$ cat config.mk
export PLATFORM = sky130hd
export DESIGN_NAME = iorm_bank
export DESIGN_NICKNAME = d
export VERILOG_FILES = /design/src/hw/iorm_pkg.sv /design/src/hw/iorm_bank.sv /design/src/hw/iorm_flag.sv
export SDC_FILE = /design/constraint.sdc
export NUM_CORES = 1
export LEC_CHECK = 0
export BUFFER_PORTS_ARGS = -buffer_cell sky130_fd_sc_hd__buf_2
export CORE_ASPECT_RATIO = 0.75
export CORE_MARGIN = 2
export CORE_UTILIZATION = 41
export DETAILED_ROUTE_END_ITERATION = 10
export PLACE_DENSITY = 0.77
export SLEW_MARGIN = 20
export SYNTH_ARGS = -nofsm -noshare
export SYNTH_HDL_FRONTEND = slang
export SYNTH_SLANG_ARGS = --single-unit
$ cat constraint.sdc
create_clock -name sys_clk -period 3.3 [get_ports sys_clk]
set_input_delay 0 -clock sys_clk [delete_from_list [all_inputs] [get_ports sys_clk]]
set_output_delay 0 -clock sys_clk [all_outputs]
set_load 0.01 [all_outputs]
$ cat src/hw/iorm_pkg.sv
// package: address map, field positions, reset values and access codes of the i/o register bank
//
// Operation
// - every i/o register also answers at data address i/o address plus 0x20
// - some status flags clear when a one is written into their position
// - bit set and bit clear rewrite the whole register; the flag registers at 0x38 and 0x3A lie beyond their reach
// - bit set and bit clear reach only i/o addresses 0x00 to 0x1F
package iorm_pkg;

  localparam logic [5:0] IO_PORT_B_PINS = 6'h16;
  localparam logic [5:0] IO_PORT_B_DIRECTION = 6'h17;
  localparam logic [5:0] IO_PORT_B_OUTPUT = 6'h18;
  localparam logic [5:0] IO_NVM_CONTROL = 6'h1C;
  localparam logic [5:0] IO_NVM_DATA = 6'h1D;
  localparam logic [5:0] IO_NVM_ADDRESS = 6'h1E;
  localparam logic [5:0] IO_WATCHDOG_CONTROL = 6'h21;
  localparam logic [5:0] IO_TIMER_COUNT = 6'h32;
  localparam logic [5:0] IO_TIMER_CONTROL = 6'h33;
  localparam logic [5:0] IO_RESET_CAUSE_STATUS = 6'h34;
  localparam logic [5:0] IO_MCU_CONTROL = 6'h35;
  localparam logic [5:0] IO_TIMER_FLAGS = 6'h38;
  localparam logic [5:0] IO_TIMER_IRQ_MASK = 6'h39;
  localparam logic [5:0] IO_EXT_IRQ_FLAGS = 6'h3A;
  localparam logic [5:0] IO_EXT_IRQ_MASK = 6'h3B;
  localparam logic [5:0] IO_STACK_POINTER_LOW = 6'h3D;
  localparam logic [5:0] IO_CPU_STATUS = 6'h3F;

  // data space window of the i/o space
  localparam logic [7:0] DATA_IO_BASE = 8'h20;
  localparam logic [7:0] DATA_IO_LAST = 8'h5F;
  // highest i/o address reachable by single-bit instructions
  localparam logic [5:0] BIT_OP_LAST = 6'h1F;

  // implemented bits of each register; the rest read as zero
  localparam logic [7:0] MASK_PORT_B = 8'h1F;
  localparam logic [7:0] MASK_NVM_CONTROL = 8'h07;
  localparam logic [7:0] MASK_NVM_ADDRESS = 8'h7F;
  localparam logic [7:0] MASK_WATCHDOG = 8'h1F;
  localparam logic [7:0] MASK_TIMER_CONTROL = 8'h07;
  localparam logic [7:0] MASK_RESET_CAUSE = 8'h03;
  localparam logic [7:0] MASK_MCU_CONTROL = 8'h33;
  localparam logic [7:0] MASK_TIMER_IRQ = 8'h02;
  localparam logic [7:0] MASK_EXT_IRQ = 8'h40;

  // field positions
  localparam int NVM_READ_STROBE_BIT = 0;
  localparam int NVM_WRITE_ENABLE_BIT = 1;
  localparam int NVM_MASTER_WRITE_ENABLE_BIT = 2;
  localparam int TIMER_OVERFLOW_BIT = 1;
  localparam int EXT_IRQ0_BIT = 6;
  localparam int RESET_CAUSE_POWER_BIT = 0;
  localparam int RESET_CAUSE_EXTERNAL_BIT = 1;

  localparam logic [7:0] RESET_VALUE = 8'h00;
  localparam logic [7:0] RESET_CAUSE_RESET_VALUE = 8'h01;

  // access kinds issued by the core
  typedef enum logic [1:0] {
    IORM_ACC_IO = 2'b00,
    IORM_ACC_DATA = 2'b01,
    IORM_ACC_BIT_SET = 2'b10,
    IORM_ACC_BIT_CLEAR = 2'b11
  } iorm_access_e;

endpackage
$ cat src/hw/iorm_bank.sv
// module: i/o register bank decoding i/o, data-space and single-bit accesses
`timescale 1ns/100ps
module iorm_bank (
  // clock and reset
  input wire logic sys_clk,
  input wire logic reset,
  // core access port
  input wire logic access_valid,
  input wire iorm_pkg::iorm_access_e access_kind,
  input wire logic [7:0] access_address,
  input wire logic [2:0] access_bit,
  input wire logic write_enable,
  input wire logic [7:0] write_data,
  output logic [7:0] read_data,
  output logic access_hit,
  // core-side state updates
  input wire logic status_load,
  input wire logic [7:0] status_value,
  input wire logic stack_load,
  input wire logic [7:0] stack_value,
  // peripheral side
  input wire logic [4:0] port_b_pin_level,
  input wire logic timer_overflow_event,
  input wire logic ext_irq0_event,
  input wire logic external_reset_seen,
  input wire logic timer_count_load,
  input wire logic [7:0] timer_count_value,
  output logic [7:0] cpu_status,
  output logic [7:0] stack_pointer_low,
  output logic [7:0] port_b_output,
  output logic [7:0] port_b_direction,
  output logic [7:0] nvm_control,
  output logic [7:0] nvm_data,
  output logic [7:0] nvm_address,
  output logic [7:0] watchdog_control,
  output logic [7:0] timer_count,
  output logic [7:0] timer_control,
  output logic [7:0] mcu_control,
  output logic [7:0] timer_irq_mask,
  output logic [7:0] ext_irq_mask,
  output logic timer_irq_request,
  output logic ext_irq_request
);

  //////////////////////////////////////////////////////////////////////////////
  // address decode

  wire is_data = (access_kind == iorm_pkg::IORM_ACC_DATA);
  wire is_bit_op = (access_kind == iorm_pkg::IORM_ACC_BIT_SET) || (access_kind == iorm_pkg::IORM_ACC_BIT_CLEAR);
  wire data_in_window = (access_address >= iorm_pkg::DATA_IO_BASE) && (access_address <= iorm_pkg::DATA_IO_LAST);
  wire [7:0] data_offset = access_address - iorm_pkg::DATA_IO_BASE;
  // data addresses sit 0x20 above the i/o address
  wire [5:0] io_address = is_data ? data_offset[5:0] : access_address[5:0];
  wire io_range_ok = is_data ? data_in_window : (access_address[7:6] == 2'b00);
  // single-bit operations above 0x1F are ignored outright
  wire bit_range_ok = io_address <= iorm_pkg::BIT_OP_LAST;
  wire access_ok = access_valid && io_range_ok && (!is_bit_op || bit_range_ok);

  function automatic logic hit(input logic [5:0] a, input logic [5:0] reg_address);
    hit = (a == reg_address);
  endfunction

  wire sel_pins = hit(io_address, iorm_pkg::IO_PORT_B_PINS);
  wire sel_dir = hit(io_address, iorm_pkg::IO_PORT_B_DIRECTION);
  wire sel_out = hit(io_address, iorm_pkg::IO_PORT_B_OUTPUT);
  wire sel_nvm_ctl = hit(io_address, iorm_pkg::IO_NVM_CONTROL);
  wire sel_nvm_dat = hit(io_address, iorm_pkg::IO_NVM_DATA);
  wire sel_nvm_adr = hit(io_address, iorm_pkg::IO_NVM_ADDRESS);
  wire sel_wdt = hit(io_address, iorm_pkg::IO_WATCHDOG_CONTROL);
  wire sel_tcnt = hit(io_address, iorm_pkg::IO_TIMER_COUNT);
  wire sel_tctl = hit(io_address, iorm_pkg::IO_TIMER_CONTROL);
  wire sel_rcs = hit(io_address, iorm_pkg::IO_RESET_CAUSE_STATUS);
  wire sel_mcu = hit(io_address, iorm_pkg::IO_MCU_CONTROL);
  wire sel_tflg = hit(io_address, iorm_pkg::IO_TIMER_FLAGS);
  wire sel_tmsk = hit(io_address, iorm_pkg::IO_TIMER_IRQ_MASK);
  wire sel_eflg = hit(io_address, iorm_pkg::IO_EXT_IRQ_FLAGS);
  wire sel_emsk = hit(io_address, iorm_pkg::IO_EXT_IRQ_MASK);
  wire sel_sp = hit(io_address, iorm_pkg::IO_STACK_POINTER_LOW);
  wire sel_cpu_status = hit(io_address, iorm_pkg::IO_CPU_STATUS);

  wire mapped = sel_pins | sel_dir | sel_out | sel_nvm_ctl | sel_nvm_dat | sel_nvm_adr | sel_wdt | sel_tcnt |
    sel_tctl | sel_rcs | sel_mcu | sel_tflg | sel_tmsk | sel_eflg | sel_emsk | sel_sp | sel_cpu_status;

  //////////////////////////////////////////////////////////////////////////////
  // read path (current contents, also the base of a single-bit rewrite)

  logic [7:0] timer_flags;
  logic [7:0] ext_irq_flags;
  logic [7:0] reset_cause_status;
  logic [7:0] port_b_pins;

  // unmapped addresses and unused bits read as zero
  wire [7:0] current_value =
    ({8{sel_pins}} & port_b_pins) |
    ({8{sel_dir}} & port_b_direction) |
    ({8{sel_out}} & port_b_output) |
    ({8{sel_nvm_ctl}} & nvm_control) |
    ({8{sel_nvm_dat}} & nvm_data) |
    ({8{sel_nvm_adr}} & nvm_address) |
    ({8{sel_wdt}} & watchdog_control) |
    ({8{sel_tcnt}} & timer_count) |
    ({8{sel_tctl}} & timer_control) |
    ({8{sel_rcs}} & reset_cause_status) |
    ({8{sel_mcu}} & mcu_control) |
    ({8{sel_tflg}} & timer_flags) |
    ({8{sel_tmsk}} & timer_irq_mask) |
    ({8{sel_eflg}} & ext_irq_flags) |
    ({8{sel_emsk}} & ext_irq_mask) |
    ({8{sel_sp}} & stack_pointer_low) |
    ({8{sel_cpu_status}} & cpu_status);

  //////////////////////////////////////////////////////////////////////////////
  // write path

  wire [7:0] bit_onehot = 8'h01 << access_bit;
  // whole register is rewritten, so a flag read as one is written back as one
  wire [7:0] bit_op_value = (access_kind == iorm_pkg::IORM_ACC_BIT_SET) ? (current_value | bit_onehot) :
    (current_value & ~bit_onehot);
  wire do_write = access_ok && (is_bit_op || write_enable);
  // reserved addresses take no write; bit positions beyond each mask are dropped
  wire do_mapped_write = do_write && mapped;
  wire [7:0] wvalue = is_bit_op ? bit_op_value : write_data;

  wire w_dir = do_mapped_write && sel_dir;
  wire w_out = do_mapped_write && sel_out;
  wire w_nvm_ctl = do_mapped_write && sel_nvm_ctl;
  wire w_nvm_dat = do_mapped_write && sel_nvm_dat;
  wire w_nvm_adr = do_mapped_write && sel_nvm_adr;
  wire w_wdt = do_mapped_write && sel_wdt;
  wire w_tcnt = do_mapped_write && sel_tcnt;
  wire w_tctl = do_mapped_write && sel_tctl;
  wire w_rcs = do_mapped_write && sel_rcs;
  wire w_mcu = do_mapped_write && sel_mcu;
  wire w_tmsk = do_mapped_write && sel_tmsk;
  wire w_emsk = do_mapped_write && sel_emsk;
  wire w_sp = do_mapped_write && sel_sp;
  wire w_cpu_status = do_mapped_write && sel_cpu_status;

  //////////////////////////////////////////////////////////////////////////////
  // pin synchroniser: three stages, a change counts once stages two and three agree

  logic [4:0] pin_meta;
  logic [4:0] pin_sync2;
  logic [4:0] pin_sync3;
  logic [4:0] pin_stable;

  always_ff @(posedge sys_clk) begin
    pin_meta <= port_b_pin_level;
    pin_sync2 <= pin_meta;
    pin_sync3 <= pin_sync2;
  end

  always_ff @(posedge sys_clk) begin
    if (reset) begin
      pin_stable <= 5'h00;
    end else if (pin_sync2 == pin_sync3) begin
      pin_stable <= pin_sync3;
    end
  end

  assign port_b_pins = {3'b000, pin_stable};

  //////////////////////////////////////////////////////////////////////////////
  // write-one-to-clear flag groups

  wire [7:0] timer_set = {8{timer_overflow_event}} & (8'h01 << iorm_pkg::TIMER_OVERFLOW_BIT);
  wire [7:0] ext_set = {8{ext_irq0_event}} & (8'h01 << iorm_pkg::EXT_IRQ0_BIT);

  iorm_flag u_timer_flags (
    .sys_clk(sys_clk),
    .reset(reset),
    .field_mask(iorm_pkg::MASK_TIMER_IRQ),
    .set_pulse(timer_set),
    .clear_write(do_mapped_write && sel_tflg),
    .clear_data(wvalue),
    .flags(timer_flags)
  );

  iorm_flag u_ext_flags (
    .sys_clk(sys_clk),
    .reset(reset),
    .field_mask(iorm_pkg::MASK_EXT_IRQ),
    .set_pulse(ext_set),
    .clear_write(do_mapped_write && sel_eflg),
    .clear_data(wvalue),
    .flags(ext_irq_flags)
  );

  //////////////////////////////////////////////////////////////////////////////
  // plain read/write registers, masked to their implemented bits

  // nvm strobes: read strobe bit 0, write enable bit 1, master write enable bit 2
  wire [7:0] nvm_ctl_mask = iorm_pkg::MASK_NVM_CONTROL;

  always_ff @(posedge sys_clk) begin
    if (reset) begin
      port_b_direction <= iorm_pkg::RESET_VALUE;
      port_b_output <= iorm_pkg::RESET_VALUE;
    end else begin
      if (w_dir) port_b_direction <= wvalue & iorm_pkg::MASK_PORT_B;
      if (w_out) port_b_output <= wvalue & iorm_pkg::MASK_PORT_B;
    end
  end

  always_ff @(posedge sys_clk) begin
    if (reset) begin
      nvm_control <= iorm_pkg::RESET_VALUE;
    end else if (w_nvm_ctl) begin
      nvm_control <= wvalue & nvm_ctl_mask;
    end
  end

  always_ff @(posedge sys_clk) begin
    if (reset) begin
      nvm_data <= iorm_pkg::RESET_VALUE;
    end else if (w_nvm_dat) begin
      nvm_data <= wvalue;
    end
  end

  always_ff @(posedge sys_clk) begin
    if (reset) begin
      nvm_address <= iorm_pkg::RESET_VALUE;
    end else if (w_nvm_adr) begin
      nvm_address <= wvalue & iorm_pkg::MASK_NVM_ADDRESS;
    end
  end

  always_ff @(posedge sys_clk) begin
    if (reset) begin
      watchdog_control <= iorm_pkg::RESET_VALUE;
    end else if (w_wdt) begin
      watchdog_control <= wvalue & iorm_pkg::MASK_WATCHDOG;
    end
  end

  always_ff @(posedge sys_clk) begin
    if (reset) begin
      timer_control <= iorm_pkg::RESET_VALUE;
    end else if (w_tctl) begin
      timer_control <= wvalue & iorm_pkg::MASK_TIMER_CONTROL;
    end
  end

  always_ff @(posedge sys_clk) begin
    if (reset) begin
      mcu_control <= iorm_pkg::RESET_VALUE;
    end else if (w_mcu) begin
      mcu_control <= wvalue & iorm_pkg::MASK_MCU_CONTROL;
    end
  end

  always_ff @(posedge sys_clk) begin
    if (reset) begin
      timer_irq_mask <= iorm_pkg::RESET_VALUE;
      ext_irq_mask <= iorm_pkg::RESET_VALUE;
    end else begin
      if (w_tmsk) timer_irq_mask <= wvalue & iorm_pkg::MASK_TIMER_IRQ;
      if (w_emsk) ext_irq_mask <= wvalue & iorm_pkg::MASK_EXT_IRQ;
    end
  end

  // bus writes win over the core's own updates in the same cycle
  always_ff @(posedge sys_clk) begin
    if (reset) begin
      stack_pointer_low <= iorm_pkg::RESET_VALUE;
    end else if (w_sp) begin
      stack_pointer_low <= wvalue;
    end else if (stack_load) begin
      stack_pointer_low <= stack_value;
    end
  end

  always_ff @(posedge sys_clk) begin
    if (reset) begin
      cpu_status <= iorm_pkg::RESET_VALUE;
    end else if (w_cpu_status) begin
      cpu_status <= wvalue;
    end else if (status_load) begin
      cpu_status <= status_value;
    end
  end

  always_ff @(posedge sys_clk) begin
    if (reset) begin
      timer_count <= iorm_pkg::RESET_VALUE;
    end else if (w_tcnt) begin
      timer_count <= wvalue;
    end else if (timer_count_load) begin
      timer_count <= timer_count_value;
    end
  end

  // reset cause: power-on marked at reset; external cause set by hardware, set wins
  always_ff @(posedge sys_clk) begin
    if (reset) begin
      reset_cause_status <= iorm_pkg::RESET_CAUSE_RESET_VALUE;
    end else if (external_reset_seen) begin
      reset_cause_status <= reset_cause_status | (8'h01 << iorm_pkg::RESET_CAUSE_EXTERNAL_BIT);
    end else if (w_rcs) begin
      reset_cause_status <= wvalue & iorm_pkg::MASK_RESET_CAUSE;
    end
  end

  //////////////////////////////////////////////////////////////////////////////
  // read data register and request outputs

  always_ff @(posedge sys_clk) begin
    if (reset) begin
      read_data <= iorm_pkg::RESET_VALUE;
      access_hit <= 1'b0;
    end else begin
      read_data <= access_ok ? current_value : iorm_pkg::RESET_VALUE;
      access_hit <= access_ok && mapped;
    end
  end

  assign timer_irq_request = |(timer_flags & timer_irq_mask);
  assign ext_irq_request = |(ext_irq_flags & ext_irq_mask);

endmodule

$ cat src/hw/iorm_flag.sv
// module: one write-one-to-clear status flag group where a hardware set wins
`timescale 1ns/100ps
module iorm_flag (
  // clock and reset
  input wire logic sys_clk,
  input wire logic reset,
  // control
  input wire logic [7:0] field_mask,
  input wire logic [7:0] set_pulse,
  input wire logic clear_write,
  input wire logic [7:0] clear_data,
  // state
  output logic [7:0] flags
);

  logic [7:0] next_flags;

  // a set arriving with its clear is kept
  assign next_flags = field_mask & (set_pulse | (flags & ~({8{clear_write}} & clear_data)));

  always_ff @(posedge sys_clk) begin
    if (reset) begin
      flags <= iorm_pkg::RESET_VALUE;
    end else begin
      flags <= next_flags;
    end
  end

endmodule

# Word level (Yosys, flattened, before mapping)
# Index checks and enable logic that the tools add are counted.
dict set report totals {
  memories 0
  ff_bits 99
  output_inout_bits 115
  latchBits 0
  romBits 0
  ram_bits 0
  in_bits 60
  word_cells 160
}
dict set report classes {
  n_bitwise 64
  eq_ne 21
  shifts 1
  n_lt_le_gt_ge 3
  mux 12
  multipliers 0
  addsub 1
  reduce_logical 35
  n_div 0
}
# cell count
set op_table {}
lappend op_table {{OR 8 bit} 17}
lappend op_table {{equality test 6 bit, second input constant} 11}
lappend op_table {{two-way mux 8 bit} 8}
lappend op_table {{bitwise AND 8 bit} 5}
lappend op_table {{equality test 6 x 5 -> 1 bit, second input constant} 6}
lappend op_table {{bitwise AND 8 x 5 -> 8 bit} 4}
lappend op_table {{bitwise AND 8 x 2 -> 8 bit} 3}
lappend op_table {{bitwise AND 8 x 7 -> 8 bit} 3}
lappend op_table {{logical AND 1 bit} 22}
lappend op_table {{bitwise AND 7 bit} 3}
lappend op_table {{bitwise AND 8 x 3 -> 8 bit} 2}
lappend op_table {{OR 1 bit} 16}
lappend op_table {{OR reduction 8 bit} 2}
lappend op_table {{bitwise AND 8 x 6 -> 8 bit} 1}
lappend op_table {{greater-or-equal comparator 8 x 6 -> 1 bit, second input constant} 1}
lappend op_table {{<= comparator 8 x 7 -> 1 bit, second input constant} 1}
lappend op_table {{inverter 8 bit} 1}
lappend op_table {{nonzero test 2 bit} 4}
lappend op_table {{left shift 1 x 3 -> 8 bit, first input constant} 1}
lappend op_table {{inverter 7 bit} 1}
lappend op_table {{OR 7 bit} 1}
lappend op_table {{bitwise AND 2 bit} 3}
lappend op_table {{<= comparator 6 x 5 -> 1 bit, second input constant} 1}
lappend op_table {{two-way mux 6 bit} 1}
lappend op_table {{14 further kinds} 19}

# Logic depth before layout (Yosys ltp)
dict set report logic_depth {
  depth_word 27
  ltp_mapped 9
  ltp_nobuf 6
}

# Modules after synthesis
# A second synthesis with hierarchy kept.
dict set report hier_totals {
  cells_unflattened 723
  area_unflattened_um2 6338.6
}
# mod area_each_um2 seq_area_each_um2 n_inst cells_per_inst
set by_module_without_submodules {}
lappend by_module_without_submodules {iorm_bank 5730.5 1941.9 1 673}
lappend by_module_without_submodules {iorm_flag 304.0 160.2 2 25}

# Worst setup path after synthesis
# No wires, ideal clock.
dict set report synth_path {
  path_type {input to register}
  startpoint {in access_kind[1]}
  endpoint {reg port_b_direction[1]}
  required_time_ns 3.227
  path_buffers 0
  setup_time_ns 0.073
  setup_slack_ns 1.538
  arrival_time_ns 1.690
  cell_stages 6
  path_cell_list {and2b_4 xor2_2 mux2_4 a211o_1 or3_1 o22ai_2}
}
dict set report synth_via {
  elab_chain_cells 23
  elab_cells_between_ends 85
  classes_between {order compare (1); eq/ne (20); mux (4); bitwise (51); reduce/logical (9)}
}
# item line_no
set synth_lines {}
lappend synth_lines {{start: declaration} iorm_bank.sv:9} ;# input wire iorm_pkg::iorm_access_e access_kind,
lappend synth_lines {{equality test 2 x 1 -> 1 bit} iorm_bank.sv:48} ;# wire is_data = (access_kind == iorm_pkg::IORM_ACC_DATA);
lappend synth_lines {{two-way mux 6 bit} iorm_bank.sv:53} ;# wire [5:0] io_address = is_data ? data_offset[5:0] : access_address[5:0];
lappend synth_lines {{equality test 6 x 5 -> 1 bit} iorm_bank.sv:60} ;# hit = (a == reg_address);
lappend synth_lines {{bitwise AND 8 x 5 -> 8 bit (on tied branches)} {iorm_bank.sv:94, iorm_bank.sv:95}}
lappend synth_lines {{OR 8 bit} iorm_bank.sv:94} ;# ({8{sel_pins}} & port_b_pins) |
lappend synth_lines {{OR 8 bit} iorm_bank.sv:95} ;# ({8{sel_dir}} & port_b_direction) |
lappend synth_lines {{OR 8 bit} iorm_bank.sv:96} ;# ({8{sel_out}} & port_b_output) |
lappend synth_lines {{OR 8 bit} iorm_bank.sv:97} ;# ({8{sel_nvm_ctl}} & nvm_control) |
lappend synth_lines {{[... 7 more ...]} n/a}
lappend synth_lines {{OR 8 bit} iorm_bank.sv:105} ;# ({8{sel_tflg}} & timer_flags) |
lappend synth_lines {{OR 8 bit} iorm_bank.sv:106} ;# ({8{sel_tmsk}} & timer_irq_mask) |
lappend synth_lines {{OR 8 bit} iorm_bank.sv:107} ;# ({8{sel_eflg}} & ext_irq_flags) |
lappend synth_lines {{OR 8 bit} iorm_bank.sv:108} ;# ({8{sel_emsk}} & ext_irq_mask) |
lappend synth_lines {{OR 8 bit} iorm_bank.sv:109} ;# ({8{sel_sp}} & stack_pointer_low) |
lappend synth_lines {{bitwise AND 8 bit or OR 8 bit (tied branches)} {iorm_bank.sv:118, iorm_bank.sv:117}}
lappend synth_lines {{two-way mux 8 bit} iorm_bank.sv:117} ;# wire [7:0] bit_op_value = (access_kind == iorm_pkg::IORM_ACC_BIT_SET) ? (current_value | bit_onehot) :
lappend synth_lines {{two-way mux 8 bit} iorm_bank.sv:122} ;# wire [7:0] wvalue = is_bit_op ? bit_op_value : write_data;
lappend synth_lines {{end signal: assignment} iorm_bank.sv:197} ;# port_b_direction <= iorm_pkg::RESET_VALUE;
lappend synth_lines {{end signal: assignment} iorm_bank.sv:200} ;# if (w_dir) port_b_direction <= wvalue & iorm_pkg::MASK_PORT_B;
lappend synth_lines {{end: declaration} iorm_bank.sv:31} ;# output logic [7:0] port_b_direction,
# Several ways; a longest one is shown, not always the timed one.
# A chain may end at the register's enable or synchronous reset.

# Final worst setup path
dict set report layout_path {
  startpoint {in access_address[0]}
  endpoint {reg nvm_address[0]}
}
dict set report layout_via {
  elab_chain_cells 23
  elab_cells_between_ends 83
  classes_between {add/sub (1); order compare (3); eq/ne (17); mux (4); bitwise (51); reduce/logical (7)}
}
# item line_no
set layout_lines {}
lappend layout_lines {{start: declaration} iorm_bank.sv:10} ;# input wire logic [7:0] access_address,
lappend layout_lines {{subtractor 6 bit} iorm_bank.sv:51} ;# wire [7:0] data_offset = access_address - iorm_pkg::DATA_IO_BASE;
lappend layout_lines {{two-way mux 6 bit} iorm_bank.sv:53}
lappend layout_lines {{equality test 6 x 5 -> 1 bit} iorm_bank.sv:60}
lappend layout_lines {{bitwise AND 8 x 5 -> 8 bit (on tied branches)} {iorm_bank.sv:94, iorm_bank.sv:95}}
lappend layout_lines {{OR 8 bit} iorm_bank.sv:94}
lappend layout_lines {{OR 8 bit} iorm_bank.sv:95}
lappend layout_lines {{OR 8 bit} iorm_bank.sv:96}
lappend layout_lines {{OR 8 bit} iorm_bank.sv:97}
lappend layout_lines {{[... 7 more ...]} n/a}
lappend layout_lines {{OR 8 bit} iorm_bank.sv:105}
lappend layout_lines {{OR 8 bit} iorm_bank.sv:106}
lappend layout_lines {{OR 8 bit} iorm_bank.sv:107}
lappend layout_lines {{OR 8 bit} iorm_bank.sv:108}
lappend layout_lines {{OR 8 bit} iorm_bank.sv:109}
lappend layout_lines {{bitwise AND 8 bit or OR 8 bit (tied branches)} {iorm_bank.sv:118, iorm_bank.sv:117}}
lappend layout_lines {{two-way mux 8 bit} iorm_bank.sv:117}
lappend layout_lines {{two-way mux 8 bit} iorm_bank.sv:122}
lappend layout_lines {{end signal: assignment} iorm_bank.sv:223} ;# nvm_address <= iorm_pkg::RESET_VALUE;
lappend layout_lines {{end signal: assignment} iorm_bank.sv:225} ;# nvm_address <= wvalue & iorm_pkg::MASK_NVM_ADDRESS;
lappend layout_lines {{end: declaration} iorm_bank.sv:34} ;# output logic [7:0] nvm_address,
# Several ways; a longest one is shown, not always the timed one.

==> metrics.txt <==
clock root buffer=clkbuf_16; DR DRC count=0; routed vias=5,361; Fmax=434 MHz; RePlAce Congestion=1.04; worst relative slew slack=0.441; clock transition at the registers of the reported paths=70 ps; number of fill cells=1,297; grt ovf=0; Hold Crit Class=in -> reg; final setup violating endpoints=0; final WL=18,900 um; Yosys cell types=83; initial antenna violation count=0; largest net degree at the start of global routing=38; synthesized area=5530 um2; setup bufs post-CTS=0; Final Hold Vio Count=0; clock tree buffer depth=2; run status=finished, final reports clean; pwr dens=414 nW/um2; final setup TNS=0 ps; hold slack=8.38 ps; Setup CP Type=in -> reg; Final period util=0.698; setup ws final=996 ps; WP data arrival=2500 ps; Area contributors post-synth=dfxtp_1 36%, a211oi_1 7.1%, mux2i_1 6.5%; synthesis-stage register bit count=99; estimated wirelength of the detail-placed design=14,500 um; # diodes=0; initial core utilization=0.423; Post-Syn Area per Cell=8.96 um2; number of port buffers=136; worst-path maximum fanout=18; post-layout util=0.501; GR Util All Layers=0.257; Ys Warns=0; area grow syn2layout=18.3%; CTS tree=done; First-pass DRT Iterations=5; pre-CTS setup slack=699 ps; Core Region=13,100 um2; I/O pins=175; die area=14,400 um2; Num CTS Buffers=9; critical path endpoint category=flip-flop; fraction of registers with async set/reset=0; area leader, netlist=dfxtp_1; Post-synth EDFFs=0; unrepaired setup endpoints after global routing=no; layout cell share with drive strength beyond 1=0.263; Seq/Total Area, Yosys=0.358; Die Ht=105 um; Worst EP required=3500 ps; max-cap violation count=0; CP Launch Type=input port; via/cell ratio=5.82; worst skew pair latency=350 ps; Layout Nets=806; Synth top area share=0.358; Die Wd=138 um; Leak Pwr=2.73 nW; vias in the first global route=4,875; clock skew=10.7 ps; worst-margin pin slew=833 ps; initial DRC count=584; Slew Viols, Final=0; first-pass GRT wire length=28,900 um; reg-to-reg slack, setup=1100 ps; H-tree levels=3; Cells after Synth=617; final total power=2.71 mW; maximum vdd ir drop=286 uV; num rows=36; total clock sinks=99; drt wl/cell=20.5 um; Tmin final=2300 ps; Final ANT Viol Nets=0; Synth Flop Type=dfxtp_1
==> where the power goes <==
part           leakage (nW)  internal (mW)  total [mW]  switching (mW)
logic                  1.78          0.153       0.439           0.286
clock network         0.137          0.526        1.02           0.493
registers             0.809           1.23        1.25          0.0259
==> cell usage after synthesis, drive strengths merged, types with 5 or more instances <==
cell type  instances
nor3              15
o21ai             12
nor2b             26
o31ai              8
nand3             16
a2111oi            5
mux2i             36
clkbuf            18
a21oi             24
and2               6
o22ai              9
a211oi            55
or3                5
buf               63
nand4              9
a31oi              5
nor2              61
nand2b            14
nand3b            12
dfxtp             99
nor4               6
inv                7
nand2             30
and3               9
==> what timing repair did <==
action                                 in CTS  in global routing
setup endpoints to repair                   0                  0
gates resized for setup                     0                  0
endpoints found under the hold margin      12                  0
hold buffers                               12                  0
==> critical path: stages <==
cell and delay [ps]:
buf_2 290, buf_4 330, and3b_1 280, and2_1 210, a22oi_1 240, o221ai_1 240, o32ai_2 740, a211oi_1 170
==> cells in the final DEF, fill, tap and decap left out, types with 12 or more instances in the layout <==
cell type and n:
nand3b_1 12, buf_4 14, conb_1 38, nand2_1 28, nand2b_1 14, a21oi_1 23, dfxtp_1 99, nor3_1 12
nand3_1 16, nor2_1 60, buf_2 136, mux2i_1 36, a211oi_1 52, nor2b_1 26, dlygate4sd3_1 12
==> sequential cells by signal, indices dropped and copies added (netlist names), 4 cells and up <==
name               flops
cpu_status             8
nvm_data               8
read_data              8
stack_pointer_low      8
timer_count            8
nvm_address            7
pin_meta               5
pin_stable             5
pin_sync2              5
pin_sync3              5
port_b_direction       5
port_b_output          5
watchdog_control       5
mcu_control            4
==> through the flow <==
step           std cells  area (um2)
2_1_floorplan        654        5670
3_3_place_gp         894        6140
3_5_place_dp         894        6140
4_1_cts              921        6540
5_1_grt              921        6540
6_report             921        6540
==> per-layer routing <==
metal / up-vias / wire (um) / GRT usage / part of all wire
met5: - / 0 / 0 / 0
met4: 0 / 229 / 0.0503 / 0.012
met3: 20 / 2340 / 0.0710 / 0.12
met2: 331 / 7660 / 0.347 / 0.40
met1: 2559 / 8690 / 0.401 / 0.46
li1: 2451 / - / - / -
==> area by class of cell <==
class                           count  area (um2)  share of cell area
Inverter                            7        26.3             0.00402
Sequential cell                    99        1980               0.303
Tap cell                          171         214              0.0327
Clock inverter                      6        61.3             0.00937
Multi-Input combinational cell    467        3130               0.478
Clock buffer                        9         225              0.0344
Timing Repair Buffer              162         906               0.138
==> cells by family (layout without fill, tap and decap cells) <==
family	count (synthesis)	in the layout	share of synthesized area
DFF	99	99	0.358
and+or+nand+nor	228	228	0.236
other	1	38	0.000678
AOI/OAI and AO/OA	154	154	0.216
xor gates and xnor gates	7	7	0.0138
buffers and inverters	88	184	0.101
muxes	40	40	0.0740
==> path summary, 6_finish.rpt <==
check,endpoint,cells past startpoint,from
worst max-delay path,nvm_address[0],8,access_address[0]
worst max register to register,port_b_direction[2],7,nvm_address[2]
worst min register to register,pin_sync2[2],0,pin_meta[2]
worst min-delay path,cpu_status[1],3,status_value[1]
Power figures use the tool's default switching activity.
